--- src/verilog/alu_pkg.sv ---
// Package with the register map, field layouts and opcodes of the ALU block.
package alu_pkg;

    // ==========================================================
    // Register byte offsets.
    localparam logic [4:0] OFS_SRC_A = 5'h00;
    localparam logic [4:0] OFS_SRC_B = 5'h04;
    localparam logic [4:0] OFS_DEST = 5'h08;
    localparam logic [4:0] OFS_CMD = 5'h0C;
    localparam logic [4:0] OFS_PROC_STATUS = 5'h10;
    localparam logic [4:0] OFS_IRQ_STATUS = 5'h14;
    localparam logic [4:0] OFS_IRQ_ENABLE = 5'h18;
    localparam logic [4:0] OFS_IRQ_CLEAR = 5'h1C;

    // ==========================================================
    // Field positions and reset values.
    localparam int STAT_OFL = 0;
    localparam int STAT_STICKY_OFL = 1;
    localparam int STAT_EARLY_OFL = 2;
    localparam int STAT_STICKY_EARLY = 3;
    localparam int IRQ_DONE = 0;
    localparam int IRQ_OFL = 1;
    localparam logic [31:0] DATA_RESET = 32'h0000_0000;
    localparam logic [3:0] STAT_RESET = 4'h0;
    localparam logic [1:0] IRQ_RESET = 2'h0;
    localparam logic [1:0] HTRANS_NONSEQ = 2'h2;
    localparam logic [31:0] BYTE_S_MIN = 32'hFFFF_FF80;
    localparam logic [31:0] BYTE_S_MAX = 32'h0000_007F;
    localparam logic [31:0] BYTE_U_MAX = 32'h0000_00FF;
    localparam logic [31:0] HALF_S_MIN = 32'hFFFF_8000;
    localparam logic [31:0] HALF_S_MAX = 32'h0000_7FFF;
    localparam logic [31:0] WORD_S_MIN = 32'h8000_0000;
    localparam logic [31:0] WORD_S_MAX = 32'h7FFF_FFFF;

    // ==========================================================
    // Operations, numbered from zero in this order.
    typedef enum logic [4:0] {
        OP_ACCUM_LESS_THAN_SIGNED,
        OP_ACCUM_LESS_THAN_UNSIGNED,
        OP_ACCUM_NOT_EQUAL,
        OP_BIT_OR,
        OP_BIT_OR_NOT,
        OP_OR_NOT,
        OP_CLEAR_OFL,
        OP_RSUB,
        OP_RSUB_SHORT,
        OP_RSUB_SAT_SIGNED,
        OP_RSUB_SAT_UNSIGNED,
        OP_CLAMP_SIGNED_BYTE,
        OP_CLAMP_SIGNED_BYTE_SHORT,
        OP_CLAMP_UNSIGNED_BYTE,
        OP_CLAMP_UNSIGNED_BYTE_SHORT,
        OP_CLAMP_SIGNED_HALF
    } alu_op_e;

    // ==========================================================
    // Command word written to the command register.
    typedef struct packed {
        logic [8:0] imm_nine_bit;
        logic [1:0] rsvd2;
        logic [4:0] bit_pos_b;
        logic [2:0] rsvd1;
        logic [4:0] bit_pos_a;
        logic use_imm;
        logic [1:0] rsvd0;
        logic [4:0] op;
    } alu_cmd_s;

    // Address phase captured for the following data phase.
    typedef struct packed {
        logic valid;
        logic write;
        logic [4:0] addr;
    } ahb_phase_s;

endpackage
--- src/verilog/accum_compare_logic_saturate_alu.sv ---
// AHB-Lite ALU block: accumulating compares, OR logic, rsub and clamps.
`timescale 1ns/1ps
// ==========================================================
// Function
// RL1 - Signed less-than, sign-extended immediate, ORed into bit 0 only.
// RL2 - Unsigned less-than, zero-extended immediate, ORed into bit 0 only.
// RL3 - Not-equal compare ORed into destination bit 0, upper bits kept.
// RL4 - Not-equal immediate is sign-extended to 32 bits before comparing.
// RL5 - Bit OR of two selected source bits into bit 0, rest cleared.
// RL6 - Bit OR with inverted second bit into bit 0, rest cleared.
// RL7 - Bitwise OR of A with complement of B or zero-extended immediate.
// RL8 - Flag reset clears the four overflow flags and sets only the done IRQ status bit.
// RL9 - Sign-extended immediate minus A into destination, four flags updated.
// RL10 - Short reverse subtract negates source A in place.
// RL11 - Saturating reverse subtract, signed or unsigned, sets four flags.
// RL12 - Saturation clamps to the extreme value in the overflow direction.
// RL13 - Signed byte clamp of A to -128..127 into destination.
// RL14 - Short signed byte clamp of A in place.
// RL15 - Unsigned byte clamp of A to 255 into destination.
// RL16 - Short unsigned byte clamp of A in place.
// RL17 - Signed halfword clamp of A to -32768..32767 into destination.
module accum_compare_logic_saturate_alu
    import alu_pkg::*;
#(
    parameter int ADDR_W = 32
) (
    input wire logic hclk,
    input wire logic hresetn,
    input wire logic hsel,
    input wire logic [ADDR_W-1:0] haddr,
    input wire logic [1:0] htrans,
    input wire logic hwrite,
    input wire logic [2:0] hsize,
    input wire logic [31:0] hwdata,
    input wire logic hready,
    output logic hreadyout,
    output logic hresp,
    output logic [31:0] hrdata,
    output logic irq
);

    // ==========================================================
    // Elaboration checks.
    if (ADDR_W < 5) begin : g_addr_check
        $error("ADDR_W must be at least 5");
    end

    // ==========================================================
    // Helpers.
    function automatic logic [31:0] sign_ext9(input logic [8:0] v);
        return {{23{v[8]}}, v};
    endfunction

    function automatic logic [31:0] zero_ext9(input logic [8:0] v);
        return {23'h000000, v};
    endfunction

    function automatic logic [31:0] clamp_signed(input logic [31:0] v,
                                                 input logic [31:0] lo,
                                                 input logic [31:0] hi);
        if ($signed(v) < $signed(lo)) begin
            return lo;
        end else if ($signed(v) > $signed(hi)) begin
            return hi;
        end
        return v;
    endfunction

    function automatic logic [31:0] clamp_unsigned(input logic [31:0] v,
                                                   input logic [31:0] hi);
        return (v > hi) ? hi : v;
    endfunction

    // The early flag marks a result whose top two bits differ, that is one
    // that a further doubling would overflow.
    function automatic logic early_ofl(input logic [31:0] v);
        return v[31] ^ v[30];
    endfunction

    // ==========================================================
    // Bus slave state.
    ahb_phase_s phase_ff, nxt_phase;
    logic [31:0] src_a_ff, nxt_src_a;
    logic [31:0] src_b_ff, nxt_src_b;
    logic [31:0] dest_ff, nxt_dest;
    logic [3:0] stat_ff, nxt_stat;
    logic [31:0] hrdata_ff, nxt_hrdata;
    logic [1:0] irq_status_ff, nxt_irq_status;
    logic [1:0] irq_enable_ff, nxt_irq_enable;

    logic wr_en;
    logic cmd_go;
    alu_cmd_s cmd;

    // Zero wait states; every transfer is answered OKAY.
    assign hreadyout = 1'b1;
    assign hresp = 1'b0;
    assign hrdata = hrdata_ff;
    // Transfer size is not decoded: every register is one whole word.
    assign wr_en = phase_ff.valid && phase_ff.write;
    assign cmd_go = wr_en && (phase_ff.addr == OFS_CMD);
    assign cmd = alu_cmd_s'(hwdata);

    always_comb begin
        nxt_phase.valid = hsel && hready && (htrans == HTRANS_NONSEQ);
        nxt_phase.write = hwrite;
        nxt_phase.addr = {haddr[4:2], 2'b00};
    end

    // Read data is registered at the end of the address phase from the
    // next-state values, so a read right after a write or a command sees
    // the new contents with no wait state. The price is a longer path from
    // the write data through the datapath into the read register.
    always_comb begin
        nxt_hrdata = 32'h0000_0000;
        if (nxt_phase.valid && !nxt_phase.write) begin
            case (nxt_phase.addr)
                OFS_SRC_A: nxt_hrdata = nxt_src_a;
                OFS_SRC_B: nxt_hrdata = nxt_src_b;
                OFS_DEST: nxt_hrdata = nxt_dest;
                OFS_PROC_STATUS: nxt_hrdata = {28'h0, nxt_stat};
                OFS_IRQ_STATUS: nxt_hrdata = {30'h0, nxt_irq_status};
                OFS_IRQ_ENABLE: nxt_hrdata = {30'h0, nxt_irq_enable};
                default: nxt_hrdata = 32'h0000_0000;
            endcase
        end
    end

    // ==========================================================
    // Datapath.
    logic [31:0] op_b;
    logic [31:0] alu_res;
    logic [32:0] diff;
    logic res_to_a;
    logic res_valid;
    logic flags_upd;
    logic ofl;

    always_comb begin
        op_b = src_b_ff;
        alu_res = dest_ff;
        diff = 33'h0_0000_0000;
        res_to_a = 1'b0;
        res_valid = 1'b1;
        flags_upd = 1'b0;
        ofl = 1'b0;
        case (alu_op_e'(cmd.op))
            OP_ACCUM_LESS_THAN_SIGNED: begin
                // RL1 signed accumulate
                op_b = cmd.use_imm ? sign_ext9(cmd.imm_nine_bit) : src_b_ff;
                alu_res = {dest_ff[31:1],
                           dest_ff[0] | ($signed(src_a_ff) < $signed(op_b))};
            end
            OP_ACCUM_LESS_THAN_UNSIGNED: begin
                // RL2 unsigned accumulate
                op_b = cmd.use_imm ? zero_ext9(cmd.imm_nine_bit) : src_b_ff;
                alu_res = {dest_ff[31:1], dest_ff[0] | (src_a_ff < op_b)};
            end
            OP_ACCUM_NOT_EQUAL: begin
                // RL4 sign-extended immediate
                op_b = cmd.use_imm ? sign_ext9(cmd.imm_nine_bit) : src_b_ff;
                // RL3 not-equal accumulate
                alu_res = {dest_ff[31:1], dest_ff[0] | (src_a_ff != op_b)};
            end
            OP_BIT_OR: begin
                // RL5 single-bit OR
                alu_res = {31'h00000000,
                           src_a_ff[cmd.bit_pos_a] | src_b_ff[cmd.bit_pos_b]};
            end
            OP_BIT_OR_NOT: begin
                // RL6 single-bit OR-not
                alu_res = {31'h00000000,
                           src_a_ff[cmd.bit_pos_a] | ~src_b_ff[cmd.bit_pos_b]};
            end
            OP_OR_NOT: begin
                // RL7 bitwise OR-not
                op_b = cmd.use_imm ? zero_ext9(cmd.imm_nine_bit) : src_b_ff;
                alu_res = src_a_ff | ~op_b;
            end
            OP_CLEAR_OFL: begin
                res_valid = 1'b0;
            end
            OP_RSUB, OP_RSUB_SHORT: begin
                // RL9 immediate minus source
                op_b = (cmd.op == OP_RSUB) ? sign_ext9(cmd.imm_nine_bit)
                                           : 32'h0000_0000;
                // RL10 short form negates in place
                diff = {op_b[31], op_b} - {src_a_ff[31], src_a_ff};
                alu_res = diff[31:0];
                ofl = diff[32] ^ diff[31];
                flags_upd = 1'b1;
                res_to_a = (cmd.op == OP_RSUB_SHORT);
            end
            OP_RSUB_SAT_SIGNED: begin
                // RL11 signed saturating form
                op_b = sign_ext9(cmd.imm_nine_bit);
                diff = {op_b[31], op_b} - {src_a_ff[31], src_a_ff};
                ofl = diff[32] ^ diff[31];
                // RL12 clamp by direction
                alu_res = !ofl ? diff[31:0]
                               : (diff[32] ? WORD_S_MIN : WORD_S_MAX);
                flags_upd = 1'b1;
            end
            OP_RSUB_SAT_UNSIGNED: begin
                // RL11 unsigned saturating form
                op_b = zero_ext9(cmd.imm_nine_bit);
                diff = {1'b0, op_b} - {1'b0, src_a_ff};
                ofl = diff[32];
                // RL12 unsigned borrow clamps to zero
                alu_res = ofl ? 32'h0000_0000 : diff[31:0];
                flags_upd = 1'b1;
            end
            OP_CLAMP_SIGNED_BYTE, OP_CLAMP_SIGNED_BYTE_SHORT: begin
                // RL13 signed byte clamp
                alu_res = clamp_signed(src_a_ff, BYTE_S_MIN, BYTE_S_MAX);
                // RL14 short form in place
                res_to_a = (cmd.op == OP_CLAMP_SIGNED_BYTE_SHORT);
            end
            OP_CLAMP_UNSIGNED_BYTE, OP_CLAMP_UNSIGNED_BYTE_SHORT: begin
                // RL15 unsigned byte clamp
                alu_res = clamp_unsigned(src_a_ff, BYTE_U_MAX);
                // RL16 short form in place
                res_to_a = (cmd.op == OP_CLAMP_UNSIGNED_BYTE_SHORT);
            end
            OP_CLAMP_SIGNED_HALF: begin
                // RL17 signed halfword clamp
                alu_res = clamp_signed(src_a_ff, HALF_S_MIN, HALF_S_MAX);
            end
            default: begin
                res_valid = 1'b0;
            end
        endcase
    end

    // ==========================================================
    // Register file next state.
    always_comb begin
        nxt_src_a = src_a_ff;
        nxt_src_b = src_b_ff;
        nxt_dest = dest_ff;
        nxt_stat = stat_ff;
        nxt_irq_enable = irq_enable_ff;
        nxt_irq_status = irq_status_ff;
        if (wr_en) begin
            case (phase_ff.addr)
                OFS_SRC_A: nxt_src_a = hwdata;
                OFS_SRC_B: nxt_src_b = hwdata;
                OFS_DEST: nxt_dest = hwdata;
                OFS_PROC_STATUS: nxt_stat = hwdata[3:0];
                OFS_IRQ_ENABLE: nxt_irq_enable = hwdata[1:0];
                OFS_IRQ_CLEAR: nxt_irq_status = irq_status_ff & ~hwdata[1:0];
                default: nxt_irq_status = irq_status_ff;
            endcase
        end
        if (cmd_go) begin
            if (res_valid && res_to_a) begin
                nxt_src_a = alu_res;
            end else if (res_valid) begin
                nxt_dest = alu_res;
            end
            if (alu_op_e'(cmd.op) == OP_CLEAR_OFL) begin
                // RL8 clear overflow flags
                nxt_stat = STAT_RESET;
            end else if (flags_upd) begin
                // RL9 overflow flags follow the result
                nxt_stat[STAT_OFL] = ofl;
                nxt_stat[STAT_STICKY_OFL] = stat_ff[STAT_STICKY_OFL] | ofl;
                nxt_stat[STAT_EARLY_OFL] = early_ofl(alu_res);
                nxt_stat[STAT_STICKY_EARLY] = stat_ff[STAT_STICKY_EARLY]
                                              | early_ofl(alu_res);
            end
            // Events are set after any clear so a same-cycle event wins.
            nxt_irq_status[IRQ_DONE] = 1'b1;
            if (flags_upd && ofl) begin
                nxt_irq_status[IRQ_OFL] = 1'b1;
            end
        end
    end

    always_ff @(posedge hclk or negedge hresetn) begin
        if (!hresetn) begin
            phase_ff <= '0;
            src_a_ff <= DATA_RESET;
            src_b_ff <= DATA_RESET;
            dest_ff <= DATA_RESET;
            stat_ff <= STAT_RESET;
            hrdata_ff <= DATA_RESET;
            irq_status_ff <= IRQ_RESET;
            irq_enable_ff <= IRQ_RESET;
        end else begin
            phase_ff <= nxt_phase;
            src_a_ff <= nxt_src_a;
            src_b_ff <= nxt_src_b;
            dest_ff <= nxt_dest;
            stat_ff <= nxt_stat;
            hrdata_ff <= nxt_hrdata;
            irq_status_ff <= nxt_irq_status;
            irq_enable_ff <= nxt_irq_enable;
        end
    end

    assign irq = |(irq_status_ff & irq_enable_ff);

endmodule

--- config.mk ---
export PLATFORM = sky130hd
export DESIGN_NAME = accum_compare_logic_saturate_alu
export DESIGN_NICKNAME = d
export VERILOG_FILES = /design/src/verilog/alu_pkg.sv /design/src/verilog/accum_compare_logic_saturate_alu.sv
export SDC_FILE = /design/constraint.sdc
export NUM_CORES = 1
export LEC_CHECK = 0
export BUFFER_PORTS_ARGS = -buffer_cell sky130_fd_sc_hd__clkbuf_2
export CORE_ASPECT_RATIO = 0.8
export CORE_MARGIN = 10
export CORE_UTILIZATION = 25
export DETAILED_ROUTE_END_ITERATION = 12
export HOLD_SLACK_MARGIN = 0.06
export PLACE_DENSITY = 0.41
export SYNTH_ARGS = -nofsm -noshare
export SYNTH_HDL_FRONTEND = slang
export SYNTH_SLANG_ARGS = --single-unit
--- constraint.sdc ---
create_clock -name hclk -period 5 [get_ports hclk]
set_input_delay 0.25 -clock hclk [delete_from_list [all_inputs] [get_ports hclk]]
set_output_delay 0.25 -clock hclk [all_outputs]
set_load 0.05 [all_outputs]
==> metrics.txt, run 1 <==
outcome=complete, no violations; GRT Resource Usage Total=0.2090; DPL Wire Length=58,140 um; Synthesized Nets=1,979; core footprint=0.05680 sq mm; endpoints failing setup=0; Sw Pwr=1965 uW; CP max stage delay=0.72 ns; clock sink count=141; DRT iter0 DRCs=1,638; unrepaired setup endpoints after global routing=yes; number of synthesized register bits=141; Worst Path Required=5.37 ns; Worst Path Class, Setup=flop to flop; largest net degree at the start of global routing=72; Via Count=14,990; Peak Freq=206.4 MHz; count of pins over their slew limit=0; DRT Wirelength=72,390 um; drt first pass iters=6; Min-Delay Path Depth=3; post-synth top area cell=dfrtp_1; WP data arrival=5.21 ns; # rows=78; sequential fraction of the synthesis area=0.2455; first-pass GRT wire length=103,800 um; initial core utilization=0.2530; Max Root-Sink Buffers=2; die height=234.5 um; Post-Syn Instances=1,775; antenna viol nets, final=0; Die Width=288.1 um; crit-path leading delay family=compound AO/OA/AOI/OAI gates; die area=0.06754 sq mm; Pleak=0.007800 uW; sw frac=0.4185; Final period util=0.9688; P per Cell Area=277.3 mW/mm^2; Synth Area per Inst=8.097 sq um; Overflow after GRT=0; Critical-path top delay cell=o21ai_1; commonest non-fill, non-tap cells in the layout=181 x nand2_1, 165 x nor2_1, 145 x a21oi_1; initial antenna violation count=4; vias in the first global route=14,640; clk slew on worst S/H paths=0.07 ns; CTS root buf=clkbuf_16; minimum clock period=4.844 ns; largest fanout on the critical path=8; Ports=109; Mapped Area=0.01437 sq mm; Buffers & Inverters on Critical Path=3; startpoint types=flop; worst-path cell chain=inv_1 > ha_1 > o211ai_1 > o211ai_1 > a311oi_1 > nor3_1 > o22ai_1 > buf_4 > or2_2 > o21ai_1 > a211oi_1 > buf_4 > mux2i_1 > a211oi_1 > nor2_1; Yosys warnings=0; EDFF count, synth=0; Filler cells=6,176; Top FF cell, synth=dfrtp_1; total CTS buffers=17; commonest non-fill, non-tap cell in the layout=nand2_1; CTS tree=yes; Reg2Reg Depth=15; fin nets=2,092; Seq pwr share=0.297; Slew @ Worst Pin=1.230 ns; critical path depth in cells=15; area grow syn2layout=17.83%; Distinct cells, synth=79; largest cells by area after synthesis=dfrtp_1 25%, ha_1 11%, mux2i_1 8.1%, a21oi_1 5.0%, nand2_1 4.8%; Yosys top cell area share=0.2455; buffers added on ports=74; worst hold slack=0.09124 ns; wire length per cell=27.18 um; Final Hold Viols=0; # DRC=0; max-cap viol count=0; Logic pwr share=0.418; clock skew=0.01217 ns; Layout Utilization=0.2982; CP Capture Type=flop; Final GP Congestion=0.9944; Clk Latency, worst-skew pair=0.45 ns; Relative slew margins=0.1729; clock group share of total power=0.285; worst IR drop on VDD=0.0002138 V; reg2reg setup slack=0.16 ns; Max H-tree Level=4; worst min-delay path class=primary input to flop; fraction of registers with async set/reset=1.000; vias per inst=5.629; share of cells above drive strength 1=0.1678; cell-internal power=2731 uW
==> repair_timing <==
action                     in CTS  in global routing
setup buffers                   0                  0
setup endpoints to repair       0                  3
hold endpoints to repair       70                  0
hold buffers                    2                  0
resized for setup               0                  1
==> power by group through the flow <==
stage | clock network, uW | registers [uW] | logic (uW)
global route | 1410 | 1400 | 2120
CTS | 1360 | 1390 | 1930
detailed placement | 0 | 1410 | 1920
global placement | 0 | 1410 | 1910
floorplan | 0 | 1340 | 1150
finish | 1340 | 1400 | 1960
==> registers in the layout, summed over array words and instances, names as in the netlist <==
name / flops
dest_ff: 32
irq_enable_ff: 2
src_a_ff: 32
stat_ff: 4
hrdata: 32
phase_ff: 5
irq_status_ff: 2
src_b_ff: 32
==> path summary, 6_finish.rpt <==
kind | from | end
hold reg to reg | irq_status_ff[0] | irq_status_ff[0]
min in group asynchronous | hresetn | src_a_ff[12]
setup reg to reg | src_a_ff[3] | hrdata[17]
max in group asynchronous | hresetn | src_b_ff[0]
hold / removal | htrans[1] | phase_ff[6]
setup / recovery | src_a_ff[3] | hrdata[17]
==> routing by layer <==
| metal | GRT usage | vias up | wire (um) |
|---|---|---|---|
| met5 | 0 | - | 0 |
| met4 | 0.05105 | 0 | 1600 |
| met3 | 0.03566 | 85 | 5404 |
| met2 | 0.3236 | 690 | 31790 |
| met1 | 0.2976 | 7456 | 33600 |
| li1 | - | 6758 | - |
==> area by class of cell <==
cell class,instances,area (sq um),area share
sequential,141,3528,0.2083
antenna,2,5.005,0.0002955
tap,760,950.9,0.05615
clock buffer,20,466.7,0.02756
multi-input combinational,1439,10150,0.5992
clock inverter,12,135.1,0.007979
inverter,85,319.1,0.01884
timing repair buffer,204,1383,0.08164
==> worst register-to-register path: cells and delay by family (launching register included) <==
kind,cells,cell delay (ns)
muxes,1,0.26
DFF,1,0.52
adders and majority gates,1,0.40
buffers and inverters,3,0.59
AOI/OAI and AO/OA,7,2.18
and+or+nand+nor,3,0.81
==> metrics by stage <==
stage | instance area (sq um) | worst slack (ns) | total power, uW | std cells | TNS, ns
floorplan | 14370 | 0.8288 | 2487 | 1775 | 0
global placement | 16310 | 0.04161 | 3321 | 2627 | 0
detailed placement | 16310 | 0.1106 | 3328 | 2627 | 0
CTS | 16930 | 0.1826 | 4680 | 2661 | 0
global route | 16930 | -0.08966 | 4921 | 2661 | -0.1279
finish | 16940 | 0.1562 | 4696 | 2663 | 0
==> synthesized netlist by cell type (all sizes together), types with 4 or more instances <==
cell type and n:
nor4 26, o32ai 8, nor2 167, a211oi 40, a31oi 15, o31a 4, and3 21, o211ai 14
o21a 8, xor2 15, dfrtp 141, nor2b 16, inv 84, nor3b 6, a211o 9, buf 17
a21o 20, or2 7, ha 128, clkbuf 93, o21ai 103, nand3b 5, nand2b 13, o221ai 19
or3 11, o21bai 6, mux2 38, nand3 46, nor3 31, and2 19, xnor2 39, mux4 17
nand2 182, a221oi 12, mux2i 117, a21boi 6, or4 4, o2111ai 4, o22ai 11, o31ai 10
a221o 5, nand4 32, a21oi 147, a2111oi 14, a22oi 4
==> cell families (layout without fill, tap and decap cells) <==
logic type,count (synthesis),count (layout),share of synthesized area
xor gates and xnor gates,54,54,0.03291
AOI/OAI and AO/OA,482,482,0.2183
buffers and inverters,195,321,0.05249
muxes,172,172,0.1379
other,2,4,0.0005225
adders and majority gates,132,132,0.1156
DFF,141,141,0.2455
and+or+nand+nor,597,597,0.1967
No activity file was read; power rests on OpenSTA's default activity.
==> run 2, diff against run 1 <==
--- a/config.mk
+++ b/config.mk
@@ -15,3 +15,4 @@
 export SYNTH_ARGS = -nofsm -noshare
 export SYNTH_HDL_FRONTEND = slang
 export SYNTH_SLANG_ARGS = --single-unit
+export TNS_END_PERCENT = 30
==> constraint.sdc (replaced) <==
create_clock -name hclk -period 5 [get_ports hclk]
set_input_delay 0.5 -clock hclk [delete_from_list [all_inputs] [get_ports hclk]]
set_output_delay 0.5 -clock hclk [all_outputs]
set_load 0.05 [all_outputs]
==> metrics.txt, run 2 (synthesis results as in run 1) <==
clock skew=0.009574 ns (-0.002592 ns); max-cap viol count=0 (unchanged); Pwr Total=4787 uW (+1.9%); fin cells=2,684 (+0.79%); buffers added on ports=74 (unchanged); worst hold slack=0.1842 ns (+0.09296 ns); vias per inst=5.654 (+0.45%); clock sink count=141 (unchanged); largest net degree at the start of global routing=59 (-18%); crit-path leading delay family=compound AO/OA/AOI/OAI gates; Final GP Congestion=0.9638 (-3.1%); Buffers & Inverters on Critical Path=5 (+2); WP data arrival=5.09 ns (-0.12 ns); reg2reg setup slack=0.27 ns (+0.11 ns); largest fanout on the critical path=25 (+17); worst min-delay path class=primary input to flop; Slew @ Worst Pin=1.155 ns (-0.07552 ns); # rows=78 (unchanged); worst-path cell chain=clkbuf_2 > buf_4 > ha_1 > nand4_1 > nor4_1 > o211ai_1 > o211ai_1 > or2_1 > a211o_1 > buf_4 > a21oi_2 > buf_12 > a211oi_1 > nor2_1 > a2111oi_1 > buf_4 > nor2_1; wire length per cell=27.00 um (-0.66%); CTS tree=yes; Inst Count DP=2,650 (+0.88%); pre-CTS setup slack=-0.1858 ns (-0.2965 ns); commonest non-fill, non-tap cells in the layout=181 x nand2_1, 165 x nor2_1, 149 x buf_4; Worst Path Required=5.32 ns (-0.05 ns); antenna viol nets, final=0 (unchanged); Via Count=15,180 (+1.2%); initial core utilization=0.2530 (unchanged); drt first pass iters=6 (unchanged); endpoints failing setup=0 (unchanged); # DRC=0 (unchanged); DPL Wire Length=57,960 um (-0.32%); FF-to-FF Start=src_a_ff[15]; Top Metal Used=met4; initial antenna violation count=1 (-3); startpoint types=primary input; Overflow after GRT=0 (unchanged); P per Cell Area=279.6 mW/mm^2 (+0.83%); Peak Freq=209.9 MHz (+1.7%); total CTS buffers=17 (unchanged); Relative slew margins=0.2237 (+0.05078); first-pass GRT wire length=103,700 um (-0.13%); Max H-tree Level=4 (unchanged); CP max stage delay=0.62 ns (-0.10 ns); CP Capture Type=flop; minimum clock period=4.765 ns (-0.07927 ns); CP startpoint=hwdata[31]; unrepaired setup endpoints after global routing=no; GRT Resource Usage Total=0.2088 (-0.0002910); die height=234.5 um (unchanged); vias in the first global route=14,630 (-0.12%); DRT iter0 DRCs=1,762 (+7.6%); Die Width=288.1 um (unchanged); Final Hold Viols=0 (unchanged); met3 WL=4564 um (-16%); fin nets=2,114 (+1.1%); outcome=complete, no violations; core footprint=0.05680 sq mm (unchanged); hold path start=hwrite; Pleak=0.007927 uW (+1.6%); Final period util=0.9529 (-0.01586); share of cells above drive strength 1=0.1768 (+0.009001); Crit path top cell by count=buf_4; die area=0.06754 sq mm (unchanged); CTS root buf=clkbuf_16; commonest non-fill, non-tap cell in the layout=nand2_1; Worst Path Class, Setup=primary input to flop; Ports=109 (unchanged); count of pins over their slew limit=0 (unchanged); Clk Latency, worst-skew pair=0.44 ns (about the same); Max Root-Sink Buffers=2 (unchanged); fin worst setup slack=0.2355 ns (+0.07928 ns); worst IR drop on VDD=0.0002128 V (-0.43%); area grow syn2layout=19.11%; TNS Setup=0 ns (unchanged); Critical-path top delay cell=a211oi_1; M1 WL=34,620 um (+3.1%); clk slew on worst S/H paths=0.06 ns (about the same); met2 WL post-DR=31,540 um (-0.78%); DRT Wirelength=72,480 um (+0.12%)
-- run 2: routing by layer --
layer / track usage / vias to the layer above
met3: 0.02824 / 78
met2: 0.3190 / 564
li1: - / 6807
met1: 0.3041 / 7726
met4: 0.05316 / 0
met5: 0 / -
-- run 2: area by class of cell --
cell class / instances / area (sq um)
fill: 6164 / 39680
multi-input combinational: 1439 / 10150
sequential: 141 / 3528
timing repair buffer: 226 / 1545
tap: 760 / 950.9
clock buffer: 21 / 460.4
inverter: 85 / 319.1
clock inverter: 11 / 165.2
antenna: 1 / 2.502
-- run 2: through the flow --
| stage | util | area [sq um] |
|---|---|---|
| 6_report | 0.3014 | 17120 |
| 5_1_grt | 0.3013 | 17120 |
| 4_1_cts | 0.3013 | 17120 |
| 3_5_place_dp | 0.2901 | 16480 |
| 3_3_place_gp | 0.2901 | 16480 |
| 2_1_floorplan | - | 14370 |
-- run 2: final timing paths --
path / to / depth (start not counted)
min in group asynchronous: src_a_ff[19] / 2
worst min-delay path: phase_ff[5] / 1
worst max register to register: hrdata[27] / 16
worst max-delay path: hrdata[27] / 17
max in group asynchronous: src_a_ff[4] / 3
worst min register to register: irq_status_ff[0] / 2
-- run 2: what timing repair did --
action,4_1_cts,5_1_grt
endpoints found under the setup margin,0,1
resized for setup,0,2
hold endpoints to repair,28,0
hold buffers,1,0
setup buffers,0,0
-- run 2: power breakdown --
group	internal, uW	leakage [uW]	total, uW	switching [uW]
clock network	859	0.000307	1390	533
registers	1250	0.00183	1360	109
logic	717	0.00579	2030	1320
total	2830	0.00793	4790	1960
